## src/rtl/ext_irq_pkg.sv

```systemverilog
// constants and types shared by the external pin interrupt unit
package ext_irq_pkg;

	localparam int unsigned NUM_LINES   = 2;
	localparam int unsigned NUM_PINS    = 24;
	localparam int unsigned NUM_VEC     = 5;
	localparam int unsigned ADDR_W      = 12;
	localparam int unsigned SYNC_STAGES = 2;

	// register indices; byte address is four times the index
	localparam logic [7:0] IDX_EXT_FLAG      = 8'h1C;
	localparam logic [7:0] IDX_LINE_ENABLE   = 8'h1D;
	localparam logic [7:0] IDX_GROUP_FLAG    = 8'h1B;
	localparam logic [7:0] IDX_GROUP_ENABLE  = 8'h68;
	localparam logic [7:0] IDX_SENSE_CONFIG  = 8'h69;
	localparam logic [7:0] IDX_MASK_LO       = 8'h6B;
	localparam logic [7:0] IDX_MASK_MID      = 8'h6C;
	localparam logic [7:0] IDX_MASK_HI       = 8'h6D;

	localparam logic [ADDR_W-1:0] ADDR_EXT_FLAG     = {2'h0, IDX_EXT_FLAG, 2'h0};
	localparam logic [ADDR_W-1:0] ADDR_LINE_ENABLE  = {2'h0, IDX_LINE_ENABLE, 2'h0};
	localparam logic [ADDR_W-1:0] ADDR_GROUP_FLAG   = {2'h0, IDX_GROUP_FLAG, 2'h0};
	localparam logic [ADDR_W-1:0] ADDR_GROUP_ENABLE = {2'h0, IDX_GROUP_ENABLE, 2'h0};
	localparam logic [ADDR_W-1:0] ADDR_SENSE_CONFIG = {2'h0, IDX_SENSE_CONFIG, 2'h0};
	localparam logic [ADDR_W-1:0] ADDR_MASK_LO      = {2'h0, IDX_MASK_LO, 2'h0};
	localparam logic [ADDR_W-1:0] ADDR_MASK_MID     = {2'h0, IDX_MASK_MID, 2'h0};
	localparam logic [ADDR_W-1:0] ADDR_MASK_HI      = {2'h0, IDX_MASK_HI, 2'h0};

	// field positions
	localparam int unsigned LINE_A_BIT   = 0;
	localparam int unsigned LINE_B_BIT   = 1;
	localparam int unsigned SENSE_A_POS  = 0;
	localparam int unsigned SENSE_B_POS  = 2;
	localparam int unsigned GROUP_LO_POS = 0;
	localparam int unsigned GROUP_MID_POS = 8;
	localparam int unsigned GROUP_HI_POS = 16;

	// sense encodings
	localparam logic [1:0] SENSE_LOW_LEVEL = 2'h0;
	localparam logic [1:0] SENSE_ANY_EDGE  = 2'h1;
	localparam logic [1:0] SENSE_FALLING   = 2'h2;
	localparam logic [1:0] SENSE_RISING    = 2'h3;

	// vector slots
	localparam int unsigned VEC_LINE_A    = 0;
	localparam int unsigned VEC_LINE_B    = 1;
	localparam int unsigned VEC_GROUP_LO  = 2;
	localparam int unsigned VEC_GROUP_MID = 3;
	localparam int unsigned VEC_GROUP_HI  = 4;

	// reset values
	localparam logic [1:0]  RST_LINE_ENABLE  = 2'h0;
	localparam logic [3:0]  RST_SENSE_CONFIG = 4'h0;
	localparam logic [2:0]  RST_GROUP_ENABLE = 3'h0;
	localparam logic [7:0]  RST_MASK_LO      = 8'h00;
	localparam logic [6:0]  RST_MASK_MID     = 7'h00;
	localparam logic [7:0]  RST_MASK_HI      = 8'h00;
	localparam logic [1:0]  RST_EXT_FLAG     = 2'h0;
	localparam logic [2:0]  RST_GROUP_FLAG   = 3'h0;
	localparam logic [1:0]  RST_RESET_SYNC   = 2'h0;

	typedef struct packed {
		logic              psel;
		logic              penable;
		logic              pwrite;
		logic [ADDR_W-1:0] paddr;
		logic [31:0]       pwdata;
	} apb_req_s;

	typedef struct packed {
		logic        pready;
		logic [31:0] prdata;
		logic        pslverr;
	} apb_rsp_s;

	typedef struct packed {
		logic [1:0]          lineEnable;
		logic [3:0]          senseConfig;
		logic [2:0]          groupEnable;
		logic [7:0]          maskLo;
		logic [6:0]          maskMid;
		logic [7:0]          maskHi;
		logic [1:0]          extFlag;
		logic [2:0]          groupFlag;
		logic [1:0]          linePrev;
		logic [NUM_PINS-1:0] pinPrev;
		logic [NUM_VEC-1:0]  irqReq;
		logic [NUM_VEC-1:0]  vecAck;
		logic                wake;
		apb_rsp_s            rsp;
	} state_s;

endpackage

```

## src/rtl/pin_sync.sv

```systemverilog
// two-stage synchroniser for a group of pins
`timescale 1ns/1ns
`default_nettype none
module pin_sync #(
	parameter int unsigned WIDTH = 1
) (
	input  wire logic             clk,
	input  wire logic             rst_n,
	input  wire logic [WIDTH-1:0] din,
	output logic      [WIDTH-1:0] dout
);
	typedef struct packed {
		logic [WIDTH-1:0] stage1;
		logic [WIDTH-1:0] stage2;
	} sync_s;

	sync_s syncState_q;
	sync_s syncState_d;

	// first stage feeds only the second
	always_comb begin
		syncState_d.stage1 = din;
		syncState_d.stage2 = syncState_q.stage1;
	end

	always_ff @(posedge clk or negedge rst_n) begin
		if (!rst_n) begin
			syncState_q <= '0;
		end else begin
			syncState_q <= syncState_d;
		end
	end

	assign dout = syncState_q.stage2;
endmodule // pin_sync
`default_nettype wire

```

## src/rtl/external_pin_interrupt_unit.sv

```systemverilog
// external pin interrupt unit: two sensed lines, 24 pin-change inputs, apb registers
//
// Overview of operation
// - unmasked change on inputs 23..16 raises high group
// - unmasked change on inputs 14..8 raises mid group
// - unmasked change on inputs 7..0 raises low group
// - pins sensed even when driven as outputs
// - per-pin masks gate each group contribution
// - pin-change detection usable for wake from sleep
// - low-level mode requests while pin stays low
// - edge detection needs the running i/o clock
// - low-level detection usable for wake from sleep
// - wake level must outlast start-up for interrupt
// - line b sense: low, any, falling, rising
// - line a sense uses same encoding
// - pins sampled before edge compare
// - line taken only with global and own enable
// - enable register: bit1 line b, bit0 line a
// - reserved bits of sense/enable read zero
// - sense bits 3:2 line b, 1:0 line a
// - every line and group has its own vector
// - line flag set by edge, cleared by vector/w1c
// - group enable plus global flag gates group
// - group flag set on change, cleared vector/w1c
//
// The implementer's own choice: the APB register port.
`timescale 1ns/1ns
`default_nettype none
module external_pin_interrupt_unit
	import ext_irq_pkg::*;
(
	input  wire logic                ref_clk,
	input  wire logic                nrst,
	input  wire apb_req_s            apbReq,
	output apb_rsp_s                 apbRsp,
	input  wire logic                extLineA,
	input  wire logic                extLineB,
	input  wire logic [NUM_PINS-1:0] pinChangeInputs,
	input  wire logic                globalIntEnable,
	input  wire logic [NUM_VEC-1:0]  vectorTake,
	output logic      [NUM_VEC-1:0]  irqRequest,
	output logic      [NUM_VEC-1:0]  vectorAck,
	output logic                     wakeRequest
);

	logic [1:0]          rstSync_q;
	logic                rstSync_n;
	logic [NUM_LINES-1:0] lineSync;
	logic [NUM_PINS-1:0] pinSync;
	state_s              state_q;
	state_s              state_d;

	// reset release through two flops
	always_ff @(posedge ref_clk or negedge nrst) begin
		if (!nrst) begin
			rstSync_q <= RST_RESET_SYNC;
		end else begin
			rstSync_q <= {rstSync_q[0], 1'b1};
		end
	end

	assign rstSync_n = rstSync_q[1];

	// dedicated lines, sampled regardless of pin direction
	pin_sync #(
		.WIDTH (NUM_LINES)
	) u_line_sync (
		.clk   (ref_clk),
		.rst_n (rstSync_n),
		.din   ({extLineB, extLineA}),
		.dout  (lineSync)
	);

	// pin-change inputs, sampled regardless of pin direction
	pin_sync #(
		.WIDTH (NUM_PINS)
	) u_pin_sync (
		.clk   (ref_clk),
		.rst_n (rstSync_n),
		.din   (pinChangeInputs),
		.dout  (pinSync)
	);

	// trigger decode for one line
	function automatic logic line_trigger(
		input logic [1:0] sense,
		input logic       cur,
		input logic       prev
	);
		logic hit;
		hit = 1'b0;
		case (sense)
			SENSE_ANY_EDGE: hit = cur ^ prev;
			SENSE_FALLING:  hit = prev & ~cur;
			SENSE_RISING:   hit = cur & ~prev;
			default:        hit = 1'b0;
		endcase
		return hit;
	endfunction

	logic                 apbSetup;
	logic                 apbWrite;
	logic [7:0]           wrByte;
	logic [NUM_LINES-1:0] lineEdge;
	logic [NUM_LINES-1:0] lineLow;
	logic [NUM_LINES-1:0] levelMode;
	logic [NUM_LINES-1:0] lineClear;
	logic [NUM_PINS-1:0]  pinChange;
	logic [NUM_PINS-1:0]  pinMask;
	logic [2:0]           groupSet;
	logic [2:0]           groupClear;
	logic [NUM_VEC-1:0]   pending;
	logic [NUM_VEC-1:0]   enabled;
	logic [31:0]          rdData;
	logic                 rdHit;

	always_comb begin
		state_d = state_q;

		apbSetup = apbReq.psel & ~apbReq.penable;
		apbWrite = apbReq.psel & apbReq.penable & state_q.rsp.pready & apbReq.pwrite;
		wrByte   = apbReq.pwdata[7:0];

		// per-line edge and level detection
		for (int i = 0; i < NUM_LINES; i++) begin
			levelMode[i] = (state_q.senseConfig[2*i +: 2] == SENSE_LOW_LEVEL);
			lineLow[i]   = ~lineSync[i];
			lineEdge[i]  = line_trigger(state_q.senseConfig[2*i +: 2],
				lineSync[i], state_q.linePrev[i]);
		end
		state_d.linePrev = lineSync;

		// pin-change masks and group collection
		pinMask   = {state_q.maskHi, 1'b0, state_q.maskMid, state_q.maskLo};
		pinChange = (pinSync ^ state_q.pinPrev) & pinMask;
		groupSet[0] = |pinChange[GROUP_LO_POS +: 8];
		groupSet[1] = |pinChange[GROUP_MID_POS +: 7];
		groupSet[2] = |pinChange[GROUP_HI_POS +: 8];
		state_d.pinPrev = pinSync;

		// flag clears from software write-one and from vector take
		lineClear  = '0;
		groupClear = '0;
		if (apbWrite && apbReq.paddr == ADDR_EXT_FLAG) begin
			lineClear = wrByte[1:0];
		end
		if (apbWrite && apbReq.paddr == ADDR_GROUP_FLAG) begin
			groupClear = wrByte[2:0];
		end
		lineClear[LINE_A_BIT]  = lineClear[LINE_A_BIT] | vectorTake[VEC_LINE_A];
		lineClear[LINE_B_BIT]  = lineClear[LINE_B_BIT] | vectorTake[VEC_LINE_B];
		groupClear[0] = groupClear[0] | vectorTake[VEC_GROUP_LO];
		groupClear[1] = groupClear[1] | vectorTake[VEC_GROUP_MID];
		groupClear[2] = groupClear[2] | vectorTake[VEC_GROUP_HI];

		// set wins over clear; flag held clear in level mode
		for (int i = 0; i < NUM_LINES; i++) begin
			state_d.extFlag[i] = ((state_q.extFlag[i] & ~lineClear[i]) | lineEdge[i])
				& ~levelMode[i];
		end
		state_d.groupFlag = (state_q.groupFlag & ~groupClear) | groupSet;

		// pending sources per vector
		pending[VEC_LINE_A] = levelMode[LINE_A_BIT] ? lineLow[LINE_A_BIT]
			: state_q.extFlag[LINE_A_BIT];
		pending[VEC_LINE_B] = levelMode[LINE_B_BIT] ? lineLow[LINE_B_BIT]
			: state_q.extFlag[LINE_B_BIT];
		pending[VEC_GROUP_HI:VEC_GROUP_LO] = state_q.groupFlag;

		enabled[VEC_LINE_A] = state_q.lineEnable[LINE_A_BIT];
		enabled[VEC_LINE_B] = state_q.lineEnable[LINE_B_BIT];
		enabled[VEC_GROUP_HI:VEC_GROUP_LO] = state_q.groupEnable;

		// one request line per vector, gated by the global flag
		state_d.irqReq = pending & enabled & {NUM_VEC{globalIntEnable}};
		state_d.vecAck = vectorTake & state_q.irqReq;

		// wake on any unmasked change in an enabled group or enabled low level
		state_d.wake = (|(pinChange & {{8{state_q.groupEnable[2]}}, {8{state_q.groupEnable[1]}},
			{8{state_q.groupEnable[0]}}}))
			| (|(levelMode & lineLow & state_q.lineEnable));

		// register writes
		if (apbWrite) begin
			case (apbReq.paddr)
				ADDR_LINE_ENABLE:  state_d.lineEnable  = wrByte[1:0];
				ADDR_SENSE_CONFIG: state_d.senseConfig = wrByte[3:0];
				ADDR_GROUP_ENABLE: state_d.groupEnable = wrByte[2:0];
				ADDR_MASK_LO:      state_d.maskLo      = wrByte;
				ADDR_MASK_MID:     state_d.maskMid     = wrByte[6:0];
				ADDR_MASK_HI:      state_d.maskHi      = wrByte;
				default:           state_d.maskLo      = state_q.maskLo;
			endcase
		end

		// read mux, reserved bits zero
		rdHit  = 1'b1;
		rdData = 32'h0000_0000;
		case (apbReq.paddr)
			ADDR_LINE_ENABLE:  rdData[1:0] = state_q.lineEnable;
			ADDR_SENSE_CONFIG: rdData[3:0] = state_q.senseConfig;
			ADDR_EXT_FLAG:     rdData[1:0] = state_q.extFlag;
			ADDR_GROUP_ENABLE: rdData[2:0] = state_q.groupEnable;
			ADDR_GROUP_FLAG:   rdData[2:0] = state_q.groupFlag;
			ADDR_MASK_LO:      rdData[7:0] = state_q.maskLo;
			ADDR_MASK_MID:     rdData[6:0] = state_q.maskMid;
			ADDR_MASK_HI:      rdData[7:0] = state_q.maskHi;
			default:           rdHit       = 1'b0;
		endcase

		// zero-wait answer: ready during the access phase only
		state_d.rsp.pready  = apbSetup;
		state_d.rsp.prdata  = (apbSetup && !apbReq.pwrite) ? rdData : 32'h0000_0000;
		state_d.rsp.pslverr = apbSetup & ~rdHit;
	end

	always_ff @(posedge ref_clk or negedge rstSync_n) begin
		if (!rstSync_n) begin
			state_q             <= '0;
			state_q.lineEnable  <= RST_LINE_ENABLE;
			state_q.senseConfig <= RST_SENSE_CONFIG;
			state_q.groupEnable <= RST_GROUP_ENABLE;
			state_q.maskLo      <= RST_MASK_LO;
			state_q.maskMid     <= RST_MASK_MID;
			state_q.maskHi      <= RST_MASK_HI;
			state_q.extFlag     <= RST_EXT_FLAG;
			state_q.groupFlag   <= RST_GROUP_FLAG;
		end else begin
			state_q <= state_d;
		end
	end

	assign apbRsp      = state_q.rsp;
	assign irqRequest  = state_q.irqReq;
	assign vectorAck   = state_q.vecAck;
	assign wakeRequest = state_q.wake;

endmodule // external_pin_interrupt_unit
`default_nettype wire

```

## config.mk

```make
export PLATFORM = sky130hd
export DESIGN_NAME = external_pin_interrupt_unit
export DESIGN_NICKNAME = d
export VERILOG_FILES = /design/src/rtl/ext_irq_pkg.sv /design/src/rtl/pin_sync.sv /design/src/rtl/external_pin_interrupt_unit.sv
export SDC_FILE = /design/constraint.sdc
export NUM_CORES = 1
export LEC_CHECK = 0
export BUFFER_PORTS_ARGS = -buffer_cell sky130_fd_sc_hd__buf_2
export CORE_UTILIZATION = 50
export CTS_BUF_LIST = sky130_fd_sc_hd__clkbuf_4 sky130_fd_sc_hd__clkbuf_8 sky130_fd_sc_hd__clkbuf_16
export DETAILED_ROUTE_END_ITERATION = 10
export PLACE_DENSITY = 0.86
export SYNTH_ARGS = -nofsm -noshare
export SYNTH_HDL_FRONTEND = slang
export SYNTH_HIERARCHICAL = 1
export SYNTH_SLANG_ARGS = --single-unit
```

## constraint.sdc

```tcl
create_clock -name ref_clk -period 5.4 [get_ports ref_clk]
set_input_delay 1.08 -clock ref_clk [delete_from_list [all_inputs] [get_ports ref_clk]]
set_output_delay 1.08 -clock ref_clk [all_outputs]
set_load 0.01 [all_outputs]
```

======== Yosys cells after proc, flatten, opt, wreduce, memory -nomap -nowiden ========
Index checks and enable logic that the tools add are counted.
operators by class
  eq/ne operators ......................... 14
  muxes and demuxes ....................... 13
  bitwise gates (word level) .............. 44
  reductions and logical operators ........ 18
operator list
  kind                   count
  $eq A12 B9 Y1 const B  5
  $and A24 B24 Y24       2
  $eq A12 B7 Y1 const B  3
  $reduce_or A24 Y1      1
  $reduce_or A8 Y1       3
  $xor A24 B24 Y24       1
  $pmux W2 S8            1
  $and A5 B5 Y5          3
  $and A1 B1 Y1          13
  $reduce_and A2 Y1      6
  $not A1 Y1             10
  $pmux W3 S3            1
  $eq A2 B2 Y1 const B   4
  $mux W8                1
  $or A1 B1 Y1           8
  $reduce_or A7 Y1       1
  $pmux W1 S3            2
  $pmux W1 S6            1
  $and A2 B2 Y2          2
  $eq A2 B1 Y1 const B   2
  $logic_not A2 Y1       2
  $pmux W1 S4            1
  $and A3 B3 Y3          1
  $logic_and A1 B1 Y1    3
  other kinds (9)        12
storage, ports and cells
  flip-flop bits (word level) ............. 138
  bits of input ports ..................... 81
  output and inout bits ................... 45
  word-level logic and storage cells ...... 110

======== Logic depth before layout (Yosys ltp) ========
  depth after elaboration ................. 10
  depth in mapped cells ................... 6
  mapped depth without buffers ............ 5

======== Modules after synthesis ========
The synthesis kept the hierarchy.
modules (own cells, without submodules)
  module                       instances  cells each  area each (sq um)  sequential area each (sq um)
  external_pin_interrupt_unit  1          332         4030.1             2127.0
  pin_sync at u_pin_sync       1          48          1201.2             1201.2
  pin_sync at u_line_sync      1          4           100.1              100.1

======== Worst setup path after synthesis ========
No wires, ideal clock.
  path kind ............................... input-to-reg
  from .................................... input port apbReq[41] (netlist bit)
  to ...................................... register state_q[102] (netlist bit)
  arrival ................................. 2.503 ns
  required time ........................... 5.275 ns
  setup slack ............................. 2.772 ns
  stages .................................. 5
  cells stage by stage .................... nor4b_4 nand2_2 or4_4 buf_6 mux2_4
between the ends
  word-level cells in the longest chain between the ends .. 2
ends and longest elaborated chain
  element                      line                                RTL
  start: declaration           external_pin_interrupt_unit.sv:34   input wire apb_req_s apbReq,
  $eq A12 B9 Y1                external_pin_interrupt_unit.sv:185  case (apbReq.paddr)
  $reduce_and A2 Y1 (no line)  --
  end signal: assignment       external_pin_interrupt_unit.sv:229  state_q <= state_d;
  end: declaration             external_pin_interrupt_unit.sv:50   state_s state_q;
Every way passes these cells.
A chain may end at the register's enable or synchronous reset.

======== Worst setup path after layout ========
  from .................................... input port apbReq[41] (netlist bit)
  to ...................................... register state_q, in the netlist pinMask[17]
Same word-level chain as after synthesis.

==> flow_summary.yaml <==
clock_tree:
  cts_buffers: 17
  clkTransAtPathRegs_ns: 0.06
  cts_resized: 0
  post_cts_buffers: 0
  hold_buffers: 0
  clockBufferDepth: 2
  clock_latency_ns: 0.51
  cts_sinks: 135
  cts_tree: "built"
  htree_levels: 4
  cts_root_buf: "clkbuf_8"
sta:
  rsz0062_at_grt: "false"
  tns_ns: 0
  worstMarginPinSlew_ns: 0.896
  slew_viol_final: 0
  min_period_over_period_pct: 47.5
  fin_skew_ns: 0.0101
  finalHoldViolCount: 0
  period_needed_ns: 2.56
  max_slew_margin_pct: 40.2
  max_freq_mhz: 390
  setup_violations: 0
setup_path:
  rr_endpoint: "vectorAck[4]"
  start_kind: "input port"
  r2r_slack_ns: 3.65
  crit_path_end: "pinMask[17]"
  worstSetupPathType: "in -> reg"
  worstPathCellList: "buf_2 > nor4b_4 > and2_0 > and3_1 > mux2_2"
  arrival_ns: 2.95
  reg2reg_from: "rstSync_q[1]"
  required_ns: 5.79
  slowest_delay_ns: 0.50
  cp_max_fo: 8
  reg2regPathDepth: 1
  end_kind: "register"
  crit_slowest_cell: "nor4b_4"
  critPathLaunch: "apbReq[41]"
drt:
  wl_microns: 10200
  vias: 3106
  vias_per_cell: 5.17
  antenna_left: 0
  wl_per_cell_microns: 17.0
  firstDrtPassIters: 5
  drc: 0
  first_iter_violations: 216
pwr:
  internal_power_uw: 1750
  pwr-share-seq_pct: 46.5
  clkPwrFrac_pct: 50.1
  leakagePower_uw: 0.00307
  peakVddDrop_v: 0.000224
  comb_power_share_pct: 3.4
  pwr_density_cell_mw_per_mm2: 373
  p_switching_uw: 546
  power_uw: 2290
  swShare_pct: 23.8
global_route:
  grt_pass1_vias: 3262
  grt_start_max_net_pins: 77
  grt_usage_pct: 20.1
  antenna_found_initial: 0
  grt_overflow: 0
  grt_pass1_wl_microns: 16600
finish:
  nets: 537
  drive_gt1_share_pct: 34.0
  diodes: 0
  area_growth_pct: 16.5
  fillers: 813
  post-route-util_pct: 59.9
  final_area_sq_mm: 0.00615
  final_cells: 601
logic_synthesis:
  syn_area_sq_mm: 0.00528
  yosys_warnings: 6
  syn_area_per_cell_sq_um: 13.8
  netlist_instances: 382
die:
  start_util_pct: 51.4
  num_rows: 37
  ios: 126
  die_y_microns: 105
  fp.coreArea_sq_mm: 0.0103
  dieArea_sq_mm: 0.0110
  die_w_microns: 105
placement:
  hpwl_microns: 6930
  gp_congestion: 0.875
  place_area_sq_mm: 0.00556
  portBuffers: 76
  dp_cells: 569
run:
  drv_cap: 0
hold_path:
  hold_class: "in -> async"
outcome:
  outcome: "finished, final reports clean"
-- area by class of cell --
cell class              count  area [sq um]  share of cell area [%]
clock inverters            15           184                    2.99
well taps                 136           170                    2.77
clock buffers              17           414                    6.73
inverters                  11          41.3                   0.671
repair buffers             77           388                    6.30
multi-input cells         210          1570                    25.6
flip-flops and latches    135          3380                    55.0
-- critical path: cells and delay by family --
kind	cells	cell delay, ns
buf+inv	1	0.11
mux	1	0.40
simple gates	3	1.36
-- power groups by stage --
| stage | Combinational (uW) | Sequential [uW] | Clock, uW |
|---|---|---|---|
| 3_5_place_dp | 78.1 | 1090 | 0 |
| 5_1_grt | 87.4 | 1070 | 1210 |
| 3_3_place_gp | 74.8 | 1080 | 0 |
| 2_1_floorplan | 49.2 | 1090 | 0 |
| 4_1_cts | 78.6 | 1070 | 1170 |
| 6_report | 78.1 | 1070 | 1150 |
-- state kept, by name, summed over array words and instances, names as in the netlist --
| name | cells |
|---|---|
| apbRsp | 10 |
| enabled | 5 |
| irqRequest | 5 |
| pending | 3 |
| pinMask | 23 |
| rstSync_q | 2 |
| state_q | 31 |
| u_line_sync/dout | 2 |
| u_line_sync/syncState_d | 2 |
| u_pin_sync/dout | 23 |
| u_pin_sync/syncState_d | 23 |
| vectorAck | 5 |
| wakeRequest | 1 |
-- worst min-delay path by stage --
| stage | slack [ns] | from | to | cells past startpoint |
|---|---|---|---|---|
| after floorplan | 0.33 | rstSync_q[0] | rstSync_q[1] | 0 |
| after global routing | 0.31 | nrst | rstSync_q[1] | 1 |
| after global placement | 0.33 | u_pin_sync/syncState_d[10] | u_pin_sync/dout[10] | 0 |
| after detailed placement | 0.33 | u_pin_sync/syncState_d[10] | u_pin_sync/dout[10] | 0 |
| final | 0.34 | nrst | rstSync_q[1] | 1 |
| after CTS | 0.32 | nrst | rstSync_q[1] | 1 |
-- cells in the final DEF (no fill, tap or decap), drive strengths merged, types with 4 or more instances in the layout --
cell,count
dfrtp,135
nor2,13
conb,25
mux2,34
clkbuf,17
xor2,23
and2,8
and3,9
nand3,8
ha,4
nand4,4
a21oi,4
inv,19
nand2,21
a22oi,15
buf,77
-- metrics by stage --
stage | worst slack [ns] | hold slack (ns)
6_report | 2.84 | 0.338
3_3_place_gp | 2.39 | 0.332
5_1_grt | 2.72 | 0.313
2_1_floorplan | 1.36 | 0.331
4_1_cts | 2.86 | 0.320
3_5_place_dp | 2.38 | 0.335
-- routing by layer --
metal / track usage, % / part of all wire (%) / vias up
li1: - / - / 1406
met1: 25.0 / 41 / 1566
met2: 33.4 / 52 / 116
met3: 5.24 / 5.1 / 18
met4: 8.65 / 1.5 / 0
met5: 0 / 0 / -
(Power assumes the default switching activity.)
